$ cat src/pkg/ctpwm_pkg.sv
// Purpose: Shared constants and carriers of the compact timer PWM block
// Assumes: APB with 32-bit data, one aligned word per register
// Notes: Reset values and field positions live here only
package ctpwm_pkg;

    localparam int unsigned CNT_W = 10;
    localparam int unsigned COMPARE_P_PERIOD_W = 3;
    localparam int unsigned ADDR_W = 8;
    localparam int unsigned IRQ_W = 2;

    ////////////////////////////////////////////////////////////////////////////////
    // Register map
    localparam logic [7:0] OFS_CTRL0 = 8'h00;
    localparam logic [7:0] OFS_CTRL1 = 8'h04;
    localparam logic [7:0] OFS_COUNT = 8'h08;
    localparam logic [7:0] OFS_CMPA = 8'h0C;
    localparam logic [7:0] OFS_STATUS = 8'h10;
    localparam logic [7:0] OFS_ENABLE = 8'h14;
    localparam logic [7:0] OFS_CLEAR = 8'h18;
    localparam logic [7:0] OFS_PIN = 8'h1C;

    // Control word 0 layout
    localparam int unsigned EN_POS = 3;
    localparam int unsigned COMPARE_P_PERIOD_LSB = 0;
    // Interrupt bit positions
    localparam int unsigned IRQ_A_POS = 0;
    localparam int unsigned IRQ_P_POS = 1;

    // Reset values
    localparam logic [7:0] CTRL1_RST = 8'h00;
    localparam logic [9:0] CMPA_RST = 10'h000;
    localparam logic [9:0] COUNT_RST = 10'h000;
    localparam logic [2:0] COMPARE_P_PERIOD_RST = 3'h0;
    localparam logic [1:0] IRQ_RST = 2'h0;
    localparam logic [31:0] PRDATA_RST = 32'h0000_0000;

    // Period arithmetic: 3-bit code steps in 128 clocks, zero means 1024
    localparam int unsigned STEP_LSB = 7;
    localparam logic [10:0] PERIOD_FULL = 11'h400;
    localparam logic [10:0] COUNT_ONE = 11'h001;

    ////////////////////////////////////////////////////////////////////////////////
    // Modes and pin functions
    typedef enum logic [1:0] {
        MODE_COMPARE = 2'h0,
        MODE_UNDEF = 2'h1,
        MODE_TIMER = 2'h3,
        MODE_PWM = 2'h2
    } ctpwm_mode_e;

    // PWM mode pin functions
    localparam logic [1:0] PF_INACTIVE = 2'h0;
    localparam logic [1:0] PF_ACTIVE = 2'h1;
    localparam logic [1:0] PF_WAVE = 2'h2;
    // Compare mode pin functions
    localparam logic [1:0] CM_LOW = 2'h1;
    localparam logic [1:0] CM_HIGH = 2'h2;
    localparam logic [1:0] CM_TOGGLE = 2'h3;

    typedef struct packed {
        ctpwm_mode_e mode;
        logic [1:0] pin_function;
        logic output_control;
        logic output_polarity;
        logic duty_period_swap;
        logic counter_clear_select;
    } ctpwm_ctrl1_s;

    typedef struct packed {
        ctpwm_ctrl1_s ctrl1;
        logic timer_enable;
        logic [2:0] compare_p_period;
        logic [9:0] compare_a_value;
    } ctpwm_cfg_s;

    typedef struct packed {
        logic [9:0] new_count;
        logic clear;
        logic a_flag;
        logic p_flag;
        logic active;
    } ctpwm_hit_s;

    typedef struct packed {
        ctpwm_cfg_s cfg;
        logic [9:0] count;
        logic pin_level;
        logic pin_out;
        logic pin_oe_n;
        logic pready;
        logic pslverr;
        logic [31:0] prdata;
    } ctpwm_main_s;

    typedef struct packed {
        logic [1:0] status;
        logic [1:0] enable;
        logic irq;
    } ctpwm_irq_s;

endpackage

$ cat src/hw/ctpwm_match.sv
// Purpose: Comparators, counter step and PWM duty decision
// Assumes: Purely combinational, evaluated every cycle
// Notes: Active level is judged on the count as it stands now
`timescale 1ns/1ps
module ctpwm_match (
    // Configuration and count
    input wire ctpwm_pkg::ctpwm_cfg_s i_cfg,
    input wire logic [9:0] i_count,
    // Results
    output ctpwm_pkg::ctpwm_hit_s o_hit
);
    logic [10:0] inc;
    logic [10:0] period;
    logic [10:0] duty;
    logic [10:0] compare_p_period_span;
    logic a_eq;
    logic p_eq;
    logic pwm;

    always_comb begin
        inc = {1'b0, i_count} + ctpwm_pkg::COUNT_ONE;
        pwm = (i_cfg.ctrl1.mode == ctpwm_pkg::MODE_PWM);
        a_eq = (inc[9:0] == i_cfg.compare_a_value) &&
            (i_cfg.compare_a_value != ctpwm_pkg::CMPA_RST);
        // Code zero is the natural overflow
        if (i_cfg.compare_p_period == ctpwm_pkg::COMPARE_P_PERIOD_RST) begin
            p_eq = inc[10];
            compare_p_period_span = ctpwm_pkg::PERIOD_FULL;
        end else begin
            p_eq = (inc[9:7] == i_cfg.compare_p_period) && (inc[6:0] == 7'h00);
            compare_p_period_span = {1'b0, i_cfg.compare_p_period, 7'h00};
        end
        o_hit.a_flag = a_eq;
        if (pwm) begin
            o_hit.p_flag = p_eq;
            if (i_cfg.ctrl1.duty_period_swap) begin
                o_hit.clear = a_eq || inc[10];
                period = (i_cfg.compare_a_value == ctpwm_pkg::CMPA_RST) ?
                    ctpwm_pkg::PERIOD_FULL : {1'b0, i_cfg.compare_a_value};
                duty = compare_p_period_span;
            end else begin
                o_hit.clear = p_eq;
                period = compare_p_period_span;
                duty = {1'b0, i_cfg.compare_a_value};
            end
        end else begin
            o_hit.p_flag = p_eq && !i_cfg.ctrl1.counter_clear_select;
            o_hit.clear = i_cfg.ctrl1.counter_clear_select ? a_eq : p_eq;
            period = ctpwm_pkg::PERIOD_FULL;
            duty = {1'b0, i_cfg.compare_a_value};
        end
        o_hit.new_count = o_hit.clear ? ctpwm_pkg::COUNT_RST : inc[9:0];
        o_hit.active = (duty >= period) || ({1'b0, i_count} < duty);
    end
endmodule

$ cat src/hw/ctpwm_irq.sv
// Purpose: Sticky interrupt status, enable and clear
// Assumes: Set and clear pulses come from the same clock
// Notes: A set in the clearing cycle wins
`timescale 1ns/1ps
module ctpwm_irq (
    // Clock and reset
    input wire logic i_clock,
    input wire logic i_reset,
    input wire logic i_clock_enable,
    // Events and software access
    input wire logic [1:0] i_set,
    input wire logic i_enable_we,
    input wire logic [1:0] i_enable_data,
    input wire logic [1:0] i_clear,
    // State
    output logic [1:0] o_status,
    output logic [1:0] o_enable,
    output logic o_irq
);
    ctpwm_pkg::ctpwm_irq_s st;
    ctpwm_pkg::ctpwm_irq_s next_st;

    always_comb begin
        next_st = st;
        next_st.status = (st.status & ~i_clear) | i_set;
        if (i_enable_we) begin
            next_st.enable = i_enable_data;
        end
        next_st.irq = |(next_st.status & next_st.enable);
    end

    always_ff @(posedge i_clock) begin
        if (i_reset) begin
            st <= '{status: ctpwm_pkg::IRQ_RST, enable: ctpwm_pkg::IRQ_RST, irq: 1'b0};
        end else if (i_clock_enable) begin
            st <= next_st;
        end
    end

    assign o_status = st.status;
    assign o_enable = st.enable;
    assign o_irq = st.irq;
endmodule

$ cat src/hw/ctpwm_top.sv
// Purpose: Compact 10-bit timer with compare, timer/counter and PWM modes
// Assumes: i_count_tick is a one-cycle timer clock enable from this domain
// Notes: Registers over APB, one wait state on every access
// Notes on behaviour
// - A rising timer enable returns the pin to the level of output control.
// - In compare mode only a comparator-A match moves the pin.
// - Outside PWM mode, with counter clear select set, the comparator-P flag is never raised.
// - Mode code 11 counts and flags like compare mode but does not drive the pin.
// - In timer/counter mode the pin is released for other use.
// - Mode code 10 produces a fixed-frequency PWM wave set by the registers.
// - In PWM mode the clear select is ignored and the period register clears the counter.
// - The swap bit chooses which register sets period and which sets duty.
// - A 3-bit period code gives 128 to 896 clocks, code zero gives 1024.
// - A duty at or above the period holds the output active all period.
// - With swap set the 10-bit value is period and the 3-bit code is duty, zero excluded.
// - In PWM mode each comparator raises its own flag on a match.
// - Output control sets the active level, polarity inverts, pin function may force it.
// - With forced pin codes the PWM counting keeps running.
// - Pin codes 00 inactive, 01 active, 10 wave, 11 undefined.
// - Outside PWM a set clear select clears on A match, else on P match or overflow.
`timescale 1ns/1ps
module ctpwm_top (
    // Clock and reset
    input wire logic i_clock,
    input wire logic i_reset,
    input wire logic i_clock_enable,
    // Timer clock
    input wire logic i_count_tick,
    // APB slave
    input wire logic i_psel,
    input wire logic i_penable,
    input wire logic i_pwrite,
    input wire logic [7:0] i_paddr,
    input wire logic [31:0] i_pwdata,
    output logic o_pready,
    output logic [31:0] o_prdata,
    output logic o_pslverr,
    // Timer pin
    output logic o_pin_out,
    output logic o_pin_oe_n,
    // Interrupt
    output logic o_irq
);
    ctpwm_pkg::ctpwm_main_s st;
    ctpwm_pkg::ctpwm_main_s next_st;
    ctpwm_pkg::ctpwm_hit_s hit;
    logic access;
    logic commit;
    logic wr;
    logic restart;
    logic [31:0] rdata;
    logic rd_err;
    logic [1:0] ev;
    logic [1:0] irq_status;
    logic [1:0] irq_enable;
    logic [1:0] irq_clear;
    logic enable_we;
    logic oc;
    logic pwm;

    ////////////////////////////////////////////////////////////////////////////////
    // Comparators and interrupts

    ctpwm_match u_match (
        .i_cfg(st.cfg),
        .i_count(st.count),
        .o_hit(hit)
    );

    ctpwm_irq u_irq (
        .i_clock(i_clock),
        .i_reset(i_reset),
        .i_clock_enable(i_clock_enable),
        .i_set(ev),
        .i_enable_we(enable_we),
        .i_enable_data(i_pwdata[1:0]),
        .i_clear(irq_clear),
        .o_status(irq_status),
        .o_enable(irq_enable),
        .o_irq(o_irq)
    );

    ////////////////////////////////////////////////////////////////////////////////
    // Bus decode

    assign access = i_psel && i_penable;
    assign commit = i_clock_enable && access && st.pready;
    assign wr = commit && i_pwrite && !st.pslverr;
    assign enable_we = wr && (i_paddr == ctpwm_pkg::OFS_ENABLE);
    assign irq_clear = (wr && (i_paddr == ctpwm_pkg::OFS_CLEAR)) ? i_pwdata[1:0] : 2'h0;
    assign oc = st.cfg.ctrl1.output_control;
    assign pwm = (st.cfg.ctrl1.mode == ctpwm_pkg::MODE_PWM);

    always_comb begin
        rdata = ctpwm_pkg::PRDATA_RST;
        rd_err = 1'b0;
        if (i_paddr == ctpwm_pkg::OFS_CTRL0) begin
            rdata[ctpwm_pkg::EN_POS] = st.cfg.timer_enable;
            rdata[ctpwm_pkg::COMPARE_P_PERIOD_LSB +: 3] = st.cfg.compare_p_period;
        end else if (i_paddr == ctpwm_pkg::OFS_CTRL1) begin
            rdata[7:0] = st.cfg.ctrl1;
        end else if (i_paddr == ctpwm_pkg::OFS_COUNT) begin
            rdata[9:0] = st.count;
        end else if (i_paddr == ctpwm_pkg::OFS_CMPA) begin
            rdata[9:0] = st.cfg.compare_a_value;
        end else if (i_paddr == ctpwm_pkg::OFS_STATUS) begin
            rdata[1:0] = irq_status;
        end else if (i_paddr == ctpwm_pkg::OFS_ENABLE) begin
            rdata[1:0] = irq_enable;
        end else if (i_paddr == ctpwm_pkg::OFS_CLEAR) begin
            rdata[1:0] = 2'h0;
        end else if (i_paddr == ctpwm_pkg::OFS_PIN) begin
            rdata[1:0] = {st.pin_oe_n, st.pin_out};
        end else begin
            rd_err = 1'b1;
        end
    end

    ////////////////////////////////////////////////////////////////////////////////
    // Next state

    always_comb begin
        next_st = st;
        restart = 1'b0;
        ev = 2'h0;
        // One wait state, answer latched at first access cycle
        next_st.pready = access && !st.pready;
        if (access && !st.pready) begin
            next_st.prdata = i_pwrite ? ctpwm_pkg::PRDATA_RST : rdata;
            next_st.pslverr = rd_err;
        end
        if (wr && (i_paddr == ctpwm_pkg::OFS_CTRL0)) begin
            next_st.cfg.timer_enable = i_pwdata[ctpwm_pkg::EN_POS];
            next_st.cfg.compare_p_period = i_pwdata[ctpwm_pkg::COMPARE_P_PERIOD_LSB +: 3];
            restart = i_pwdata[ctpwm_pkg::EN_POS] && !st.cfg.timer_enable;
        end else if (wr && (i_paddr == ctpwm_pkg::OFS_CTRL1)) begin
            next_st.cfg.ctrl1 = ctpwm_pkg::ctpwm_ctrl1_s'(i_pwdata[7:0]);
        end else if (wr && (i_paddr == ctpwm_pkg::OFS_CMPA)) begin
            next_st.cfg.compare_a_value = i_pwdata[9:0];
        end
        if (restart) begin
            next_st.count = ctpwm_pkg::COUNT_RST;
            next_st.pin_level = oc;
        end else if (st.cfg.timer_enable) begin
            if (i_count_tick) begin
                next_st.count = hit.new_count;
                ev[ctpwm_pkg::IRQ_A_POS] = hit.a_flag;
                ev[ctpwm_pkg::IRQ_P_POS] = hit.p_flag;
            end
            if (pwm) begin
                case (st.cfg.ctrl1.pin_function)
                    ctpwm_pkg::PF_INACTIVE: begin
                        next_st.pin_level = !oc;
                    end
                    ctpwm_pkg::PF_ACTIVE: begin
                        next_st.pin_level = oc;
                    end
                    ctpwm_pkg::PF_WAVE: begin
                        next_st.pin_level = hit.active ? oc : !oc;
                    end
                    default: begin
                        next_st.pin_level = !oc;
                    end
                endcase
            end else if (i_count_tick && hit.a_flag) begin
                case (st.cfg.ctrl1.pin_function)
                    ctpwm_pkg::CM_LOW: begin
                        next_st.pin_level = 1'b0;
                    end
                    ctpwm_pkg::CM_HIGH: begin
                        next_st.pin_level = 1'b1;
                    end
                    ctpwm_pkg::CM_TOGGLE: begin
                        next_st.pin_level = !st.pin_level;
                    end
                    default: begin
                        next_st.pin_level = st.pin_level;
                    end
                endcase
            end
        end
        // Released in timer/counter and undefined modes
        next_st.pin_oe_n = (st.cfg.ctrl1.mode == ctpwm_pkg::MODE_TIMER) ||
            (st.cfg.ctrl1.mode == ctpwm_pkg::MODE_UNDEF);
        next_st.pin_out = next_st.pin_oe_n ? 1'b0 :
            (next_st.pin_level ^ st.cfg.ctrl1.output_polarity);
    end

    always_ff @(posedge i_clock) begin
        if (i_reset) begin
            st <= '{
                cfg: '{
                    ctrl1: ctpwm_pkg::ctpwm_ctrl1_s'(ctpwm_pkg::CTRL1_RST),
                    timer_enable: 1'b0,
                    compare_p_period: ctpwm_pkg::COMPARE_P_PERIOD_RST,
                    compare_a_value: ctpwm_pkg::CMPA_RST
                },
                count: ctpwm_pkg::COUNT_RST,
                pin_level: 1'b0,
                pin_out: 1'b0,
                pin_oe_n: 1'b0,
                pready: 1'b0,
                pslverr: 1'b0,
                prdata: ctpwm_pkg::PRDATA_RST
            };
        end else if (i_clock_enable) begin
            st <= next_st;
        end
    end

    assign o_pready = st.pready;
    assign o_prdata = st.prdata;
    assign o_pslverr = st.pslverr;
    assign o_pin_out = st.pin_out;
    assign o_pin_oe_n = st.pin_oe_n;

    ////////////////////////////////////////////////////////////////////////////////
    // Checks

    logic run;
    logic [10:0] compare_p_period_span;
    assign run = i_clock_enable && st.cfg.timer_enable && !restart;
    assign compare_p_period_span = (st.cfg.compare_p_period == ctpwm_pkg::COMPARE_P_PERIOD_RST) ?
        ctpwm_pkg::PERIOD_FULL : {1'b0, st.cfg.compare_p_period, 7'h00};
endmodule

$ cat config.mk
export PLATFORM = sky130hd
export DESIGN_NAME = ctpwm_top
export DESIGN_NICKNAME = d
export VERILOG_FILES = /design/src/pkg/ctpwm_pkg.sv /design/src/hw/ctpwm_match.sv /design/src/hw/ctpwm_irq.sv /design/src/hw/ctpwm_top.sv
export SDC_FILE = /design/constraint.sdc
export NUM_CORES = 1
export LEC_CHECK = 0
export BUFFER_PORTS_ARGS = -buffer_cell sky130_fd_sc_hd__buf_2
export CORE_ASPECT_RATIO = 1.5
export CORE_MARGIN = 4
export CORE_UTILIZATION = 55
export DETAILED_ROUTE_END_ITERATION = 7
export PLACE_DENSITY = 0.83
export SLEW_MARGIN = 20
export SYNTH_ARGS = -nofsm -noshare
export SYNTH_HDL_FRONTEND = slang
export SYNTH_SLANG_ARGS = --single-unit
$ cat constraint.sdc
create_clock -name i_clock -period 10.2 [get_ports i_clock]
set_clock_uncertainty 0.2 [all_clocks]
set_input_delay 0.51 -clock i_clock [delete_from_list [all_inputs] [get_ports i_clock]]
set_output_delay 0.51 -clock i_clock [all_outputs]
set_load 0.02 [all_outputs]
After elaboration in Yosys (flattened, before gate mapping)
Cells that the tools add are included.

word-level totals
  register bits = 74
  bits in latches = 0
  bits in writable memories = 0
  memory bits (read-only) = 0
  bits of input ports = 47
  output and inout bits = 37
  logic and storage cells = 129
  memories kept = 0

operators by class
  add/sub/neg operators = 1
  multiply operators = 0
  div/mod/pow operators = 0
  order comparisons = 2
  equal/unequal tests = 15
  shifts and indexed selects = 0
  muxes and demuxes = 47
  bitwise logic cells = 7
  reductions and logical operators = 38

operators by type and width
  cell                     number
  $mux W11                 8
  $mux W10                 4
  $eq A8 B5 Y1 const B     4
  $mux W2                  11
  $mux W1                  18
  $eq A8 B4 Y1 const B     2
  $logic_and A1 B1 Y1      16
  $mux W8                  2
  $add A10 B1 Y11 const B  1
  $ge A11 B11 Y1           1
  $lt A10 B11 Y1           1
  $eq A10 B10 Y1           1
  $logic_not A10 Y1        1
  $reduce_bool A10 Y1      1
  $eq A2 B2 Y1 const B     4
  $eq A8 B3 Y1 const B     1
  $logic_not A8 Y1         1
  $logic_not A7 Y1         1
  $logic_not A1 Y1         6
  $mux W6                  1
  $reduce_and A3 Y1        2
  $and A2 B2 Y2            2
  $eq A2 B1 Y1 const B     2
  $mux W4                  1
  other kinds (13)         18

Longest topological paths before layout
  depth in word-level cells = 13
  gate-level depth with buffers = 15
  mapped depth without buffers = 14

Hierarchy
Synthesis repeated with hierarchy kept, for this count alone.

unflattened totals
  cells, all modules = 521
  area, all modules = 4,242.8 µm²

by module, submodules not included
  module       times used  cells an instance  area an instance (µm²)  sequential area each (µm²)
  ctpwm_top    1           299                2,548.7                 940.9
  ctpwm_match  1           194                1,461.4                 0.0
  ctpwm_irq    1           28                 232.7                   100.1

Worst setup path after synthesis
Ideal clock, no wire load.

  path type = register to register
  start = register st[68] (netlist bit)
  end = register st, in the netlist o_pin_out
  setup time = 0.136 ns
  arrival time = 2.913 ns
  data required time = 9.864 ns
  path slack = 6.951 ns
  stages on the path, launching flop included = 15
  path buffers = 1
  clock period less this slack = 3.249 ns
  path through = dfxtp_1 nor2b_1 and2_1 clkbuf_1 a21o_1 inv_1 ha_1 nand3_1 nor3_1 o21ai_0 o211a_1 or4b_1 nand3_1 a31o_2 o311ai_1

between the ends
  cells in the longest elaborated chain, start to end = 11
  elaborated cells between the ends (all ways) = 16
  classes of those cells = order compare: 2; eq/ne: 3; mux: 8; bitwise: 1; reduce/logical: 2

ends and longest elaborated chain
  element                                           RTL line                            source
  start: declaration                                ctpwm_top.sv:44                     ctpwm_pkg::ctpwm_main_s st;
  start signal: assignment                          ctpwm_top.sv:191                    st <= '{
  start signal: assignment                          ctpwm_top.sv:207                    st <= next_st;
  $eq A2 B2 Y1                                      ctpwm_match.sv:22, ctpwm_top.sv:92
  $mux W11                                          ctpwm_match.sv:34                   if (pwm) begin
  $ge A11 B11 Y1 or $lt A10 B11 Y1 (tied branches)  ctpwm_match.sv:53                   o_hit.active = (duty >= period) || ({1'b0, i_count} < duty);
  $logic_or A1 B1 Y1                                ctpwm_match.sv:53
  $mux W1                                           ctpwm_top.sv:159                    next_st.pin_level = hit.active ? oc : !oc;
  $pmux W1 S2                                       ctpwm_top.sv:151                    case (st.cfg.ctrl1.pin_function)
  $mux W1                                           ctpwm_top.sv:150                    if (pwm) begin
  $mux W11                                          ctpwm_top.sv:144                    end else if (st.cfg.timer_enable) begin
  $mux W11                                          ctpwm_top.sv:141                    if (restart) begin
  $xor A1 B1 Y1                                     ctpwm_top.sv:186                    (next_st.pin_level ^ st.cfg.ctrl1.output_polarity);
  $mux W1 (*)                                       ctpwm_top.sv:185                    next_st.pin_out = next_st.pin_oe_n ? 1'b0 :

Mark *: on every way between the ends. The rest lies on a longest branch, timed or not. The select of a mux whose other input is x is not followed.
A chain may end at the register's enable or synchronous reset.

Worst setup path in the final report
Ends and elaborated chain as after synthesis.

==> flow_summary_export.csv <==
group,metric,value,unit
clock_tree,clkTransAtPathRegs,0.09,ns
global_route,grt_max_degree,50,
clock_tree,clk_latency,0.32,ns
setup_path,cp-start-kind,"register",
floorplan,die_w,79.6,um
setup_path,cp.arrival,3.74,ns
clock_tree,cts_hold_buf,0,
floorplan,start_util,57.4,%
synthesis,ys_top_cells_by_count,"59 x nor2_1, 57 x nand2_1, 52 x dfxtp_1",
pwr,irDropWorstVdd,0.104,mV
synthesis,synth.yosys.warnings,0,
run_status,status,"finished, final reports clean",
setup_path,startpoint,"st[68]",
timing,min_period_over_period,36.9,%
synthesis,synth-edff-count,0,
clock_tree,post_cts_buffers,0,
clock_tree,cts_root_buf,"clkbuf_8",
finish,final_nets,610,
drt,detail_route.iter0.violations,319,
synthesis,synth_top_cell_area_share,24.6,%
global_route,grt_pass1_vias,3753,
timing,slew_viol_final,0,
setup_path,cp.required,10.17,ns
timing,final.setup.tns,0,ns
placement,dp.cells,632,
min_path,min-delay-start,"i_pwdata[9]",
setup_path,path_class,"reg -> reg",
clock_tree,numCtsBuffers,5,
finish,fin_area,0.00435,mm2
timing,hold_viol,0,
floorplan,die-area,0.00918,mm2
floorplan,rows,38,
drt,drt_wl_total,11000,um
clock_tree,cts.sinks,52,
synthesis,ys.flop_type,"dfxtp_1",
finish,area_delta_synth_final,2.87,%
floorplan,chipHeight,115,um
global_route,antenna_found_initial,0,
synthesis,synth_cells,541,
drt,wl_per_cell,17.2,um
drt,vias,3915,
setup_path,crit_fanout,11,
synthesis,synth_area_leaders,"dfxtp_1 25%, ha_1 7.1%, buf_4 6.4%, mux2i_1 6.4%, nor2_1 5.2%",
timing,max_freq,266,MHz
synthesis,syn_area,0.00423,mm2
clock_tree,htreeDepth,2,
global_route,grt_pass1_wl,18000,um
min_path,hp-class,"in -> reg",
synthesis,postSynthAreaPerCell,7.81,um2
synthesis,ys_seq_area_share,24.6,%
job,max_cap_viol_count,0,
timing,finalSetupViolCount,0,
synthesis,yosysMostFrequentCell,"nor2_1",
timing,min_period,3.77,ns
clock_tree,cts_tree,"built",
pwr,p_leak,1.82,nW
finish,num_antenna_cells,0,
pwr,p_per_area,93.5,mW/mm2
finish,fillers,668,
global_route,grt.overflow.total,0,
placement,place_area,0.00421,mm2
global_route,grt_usage,24.6,%
synthesis,synth.distinct_cells,70,
clock_tree,cts.path.max_buffers,2,
drt,ant_nets,0,
synthesis,ys_ff_latch,52,
synthesis,synthArstFlopShare,0,%
finish,layout-drive-gt1-share,13.9,%
setup_path,r2r_start,"st[68]",
floorplan,core_area,0.00737,mm2
placement,place_congestion,0.936,
finish,finalNonFillerCells,640,
setup_path,cp-end-kind,"register",
drt,drc_errors,0,
floorplan,ios,84,
drt,via_per_inst,6.12,
placement,io_buffers,39,
timing,maxSlewHeadroom,42.3,%
timing,rsz0062_at_grt,"false",
timing,worst_pin_slew,0.866,ns
placement,dp_hpwl,8340,um
clock_tree,cts_resized,0,
drt,firstDrtPassIters,5,
synthesis,synth_top_area_cell,"dfxtp_1",
==> worst paths after layout <==
path / end / cells past startpoint / slack [ns]
worst max-delay path: o_pin_out / 14 / 6.43
worst min-delay path: st[56] / 3 / 0.23
worst max register to register: o_pin_out / 14 / 6.43
worst min register to register: o_prdata[0] / 2 / 0.26
==> per-stage QoR <==
stage	hold slack, ns	utilization (%)	worst slack (ns)	total power [W]
3_5_place_dp	0.249	57.1	6.56	0.000238
3_3_place_gp	0.241	57.1	6.64	0.000237
6_report	0.235	59.0	6.43	0.000406
5_1_grt	0.256	59.0	6.25	0.000420
2_1_floorplan	0.232	-	6.95	0.000235
4_1_cts	0.234	59.0	6.47	0.000408
==> registers in the layout, summed over array words and instances (netlist names) <==
name and flops:
st 32, o_prdata 10, u_irq.o_enable 2, u_irq.o_status 2, o_pin_oe_n 1, o_pin_out 1
o_pready 1, o_pslverr 1, oc 1, u_irq.o_irq 1
==> area by class of cell <==
type | instances | area, um2 | area share [%]
Clock buffer | 5 | 68.8 | 1.58
Clock inverter | 3 | 68.8 | 1.58
Inverter | 20 | 75.1 | 1.73
Multi-Input combinational cell | 421 | 2780 | 63.8
Sequential cell | 52 | 1040 | 23.9
Tap cell | 100 | 125 | 2.88
Timing Repair Buffer | 39 | 195 | 4.49
==> cells in the final DEF, fill, tap and decap left out, drive strengths merged, types with 5 or more instances in the layout <==
cell	netlist	final
nand4	11	11
xor2	6	6
nor2	60	60
nand3	20	20
a211oi	5	5
buf	48	39
nand2b	6	6
nor2b	12	12
nor4b	6	6
nor4	7	7
dfxtp	52	52
o31ai	5	5
inv	20	21
nand2	57	57
mux2	9	9
xnor2	8	8
o21ai	19	19
mux2i	27	27
a21oi	34	34
ha	24	24
a21o	8	8
nor3	9	9
clkbuf	21	5
conb	1	22
==> kinds of logic (layout without fill, tap and decap cells) <==
family                     count (synthesis)  count (layout)  synth area share [%]
AOI/OAI and AO/OA                        107             107                  17.1
xor gates and xnor gates                  14              14                  2.90
adders and majority gates                 24              24                  7.10
buffers and inverters                     89              67                  11.6
DFF                                       52              52                  24.6
muxes                                     38              38                  9.85
other                                      1              22                0.0887
and+or+nand+nor                          216             216                  26.7
==> critical path, stage by stage, from the launching register on <==
cell      delay (ns)
dfxtp_1         0.43
nor2b_1         0.36
and2_1          0.44
nand2_1         0.10
nand2_1         0.10
inv_1           0.05
ha_1            0.29
nand3_1         0.10
nor3_1          0.19
o21ai_0         0.11
o211a_1         0.27
or4b_1          0.52
nand3_1         0.17
a31o_2          0.20
o311ai_1        0.11
==> power by group <==
group	internal, W	leakage (nW)	switching [W]
Sequential	0.000204	0.419	0.000000784
Clock	0.0000988	0.0687	0.0000738
Combinational	0.00000796	1.33	0.0000212
==> per-layer routing <==
| metal | up-vias | routed length, um | global-route usage [%] |
|---|---|---|---|
| met4 | 0 | 473 | 14.1 |
| met1 | 1857 | 4220 | 27.1 |
| met5 | - | 0 | 0 |
| met3 | 37 | 647 | 4.15 |
| met2 | 160 | 5690 | 43.8 |
| li1 | 1861 | - | - |
Note: power is estimated with default switching activity, not from simulation.
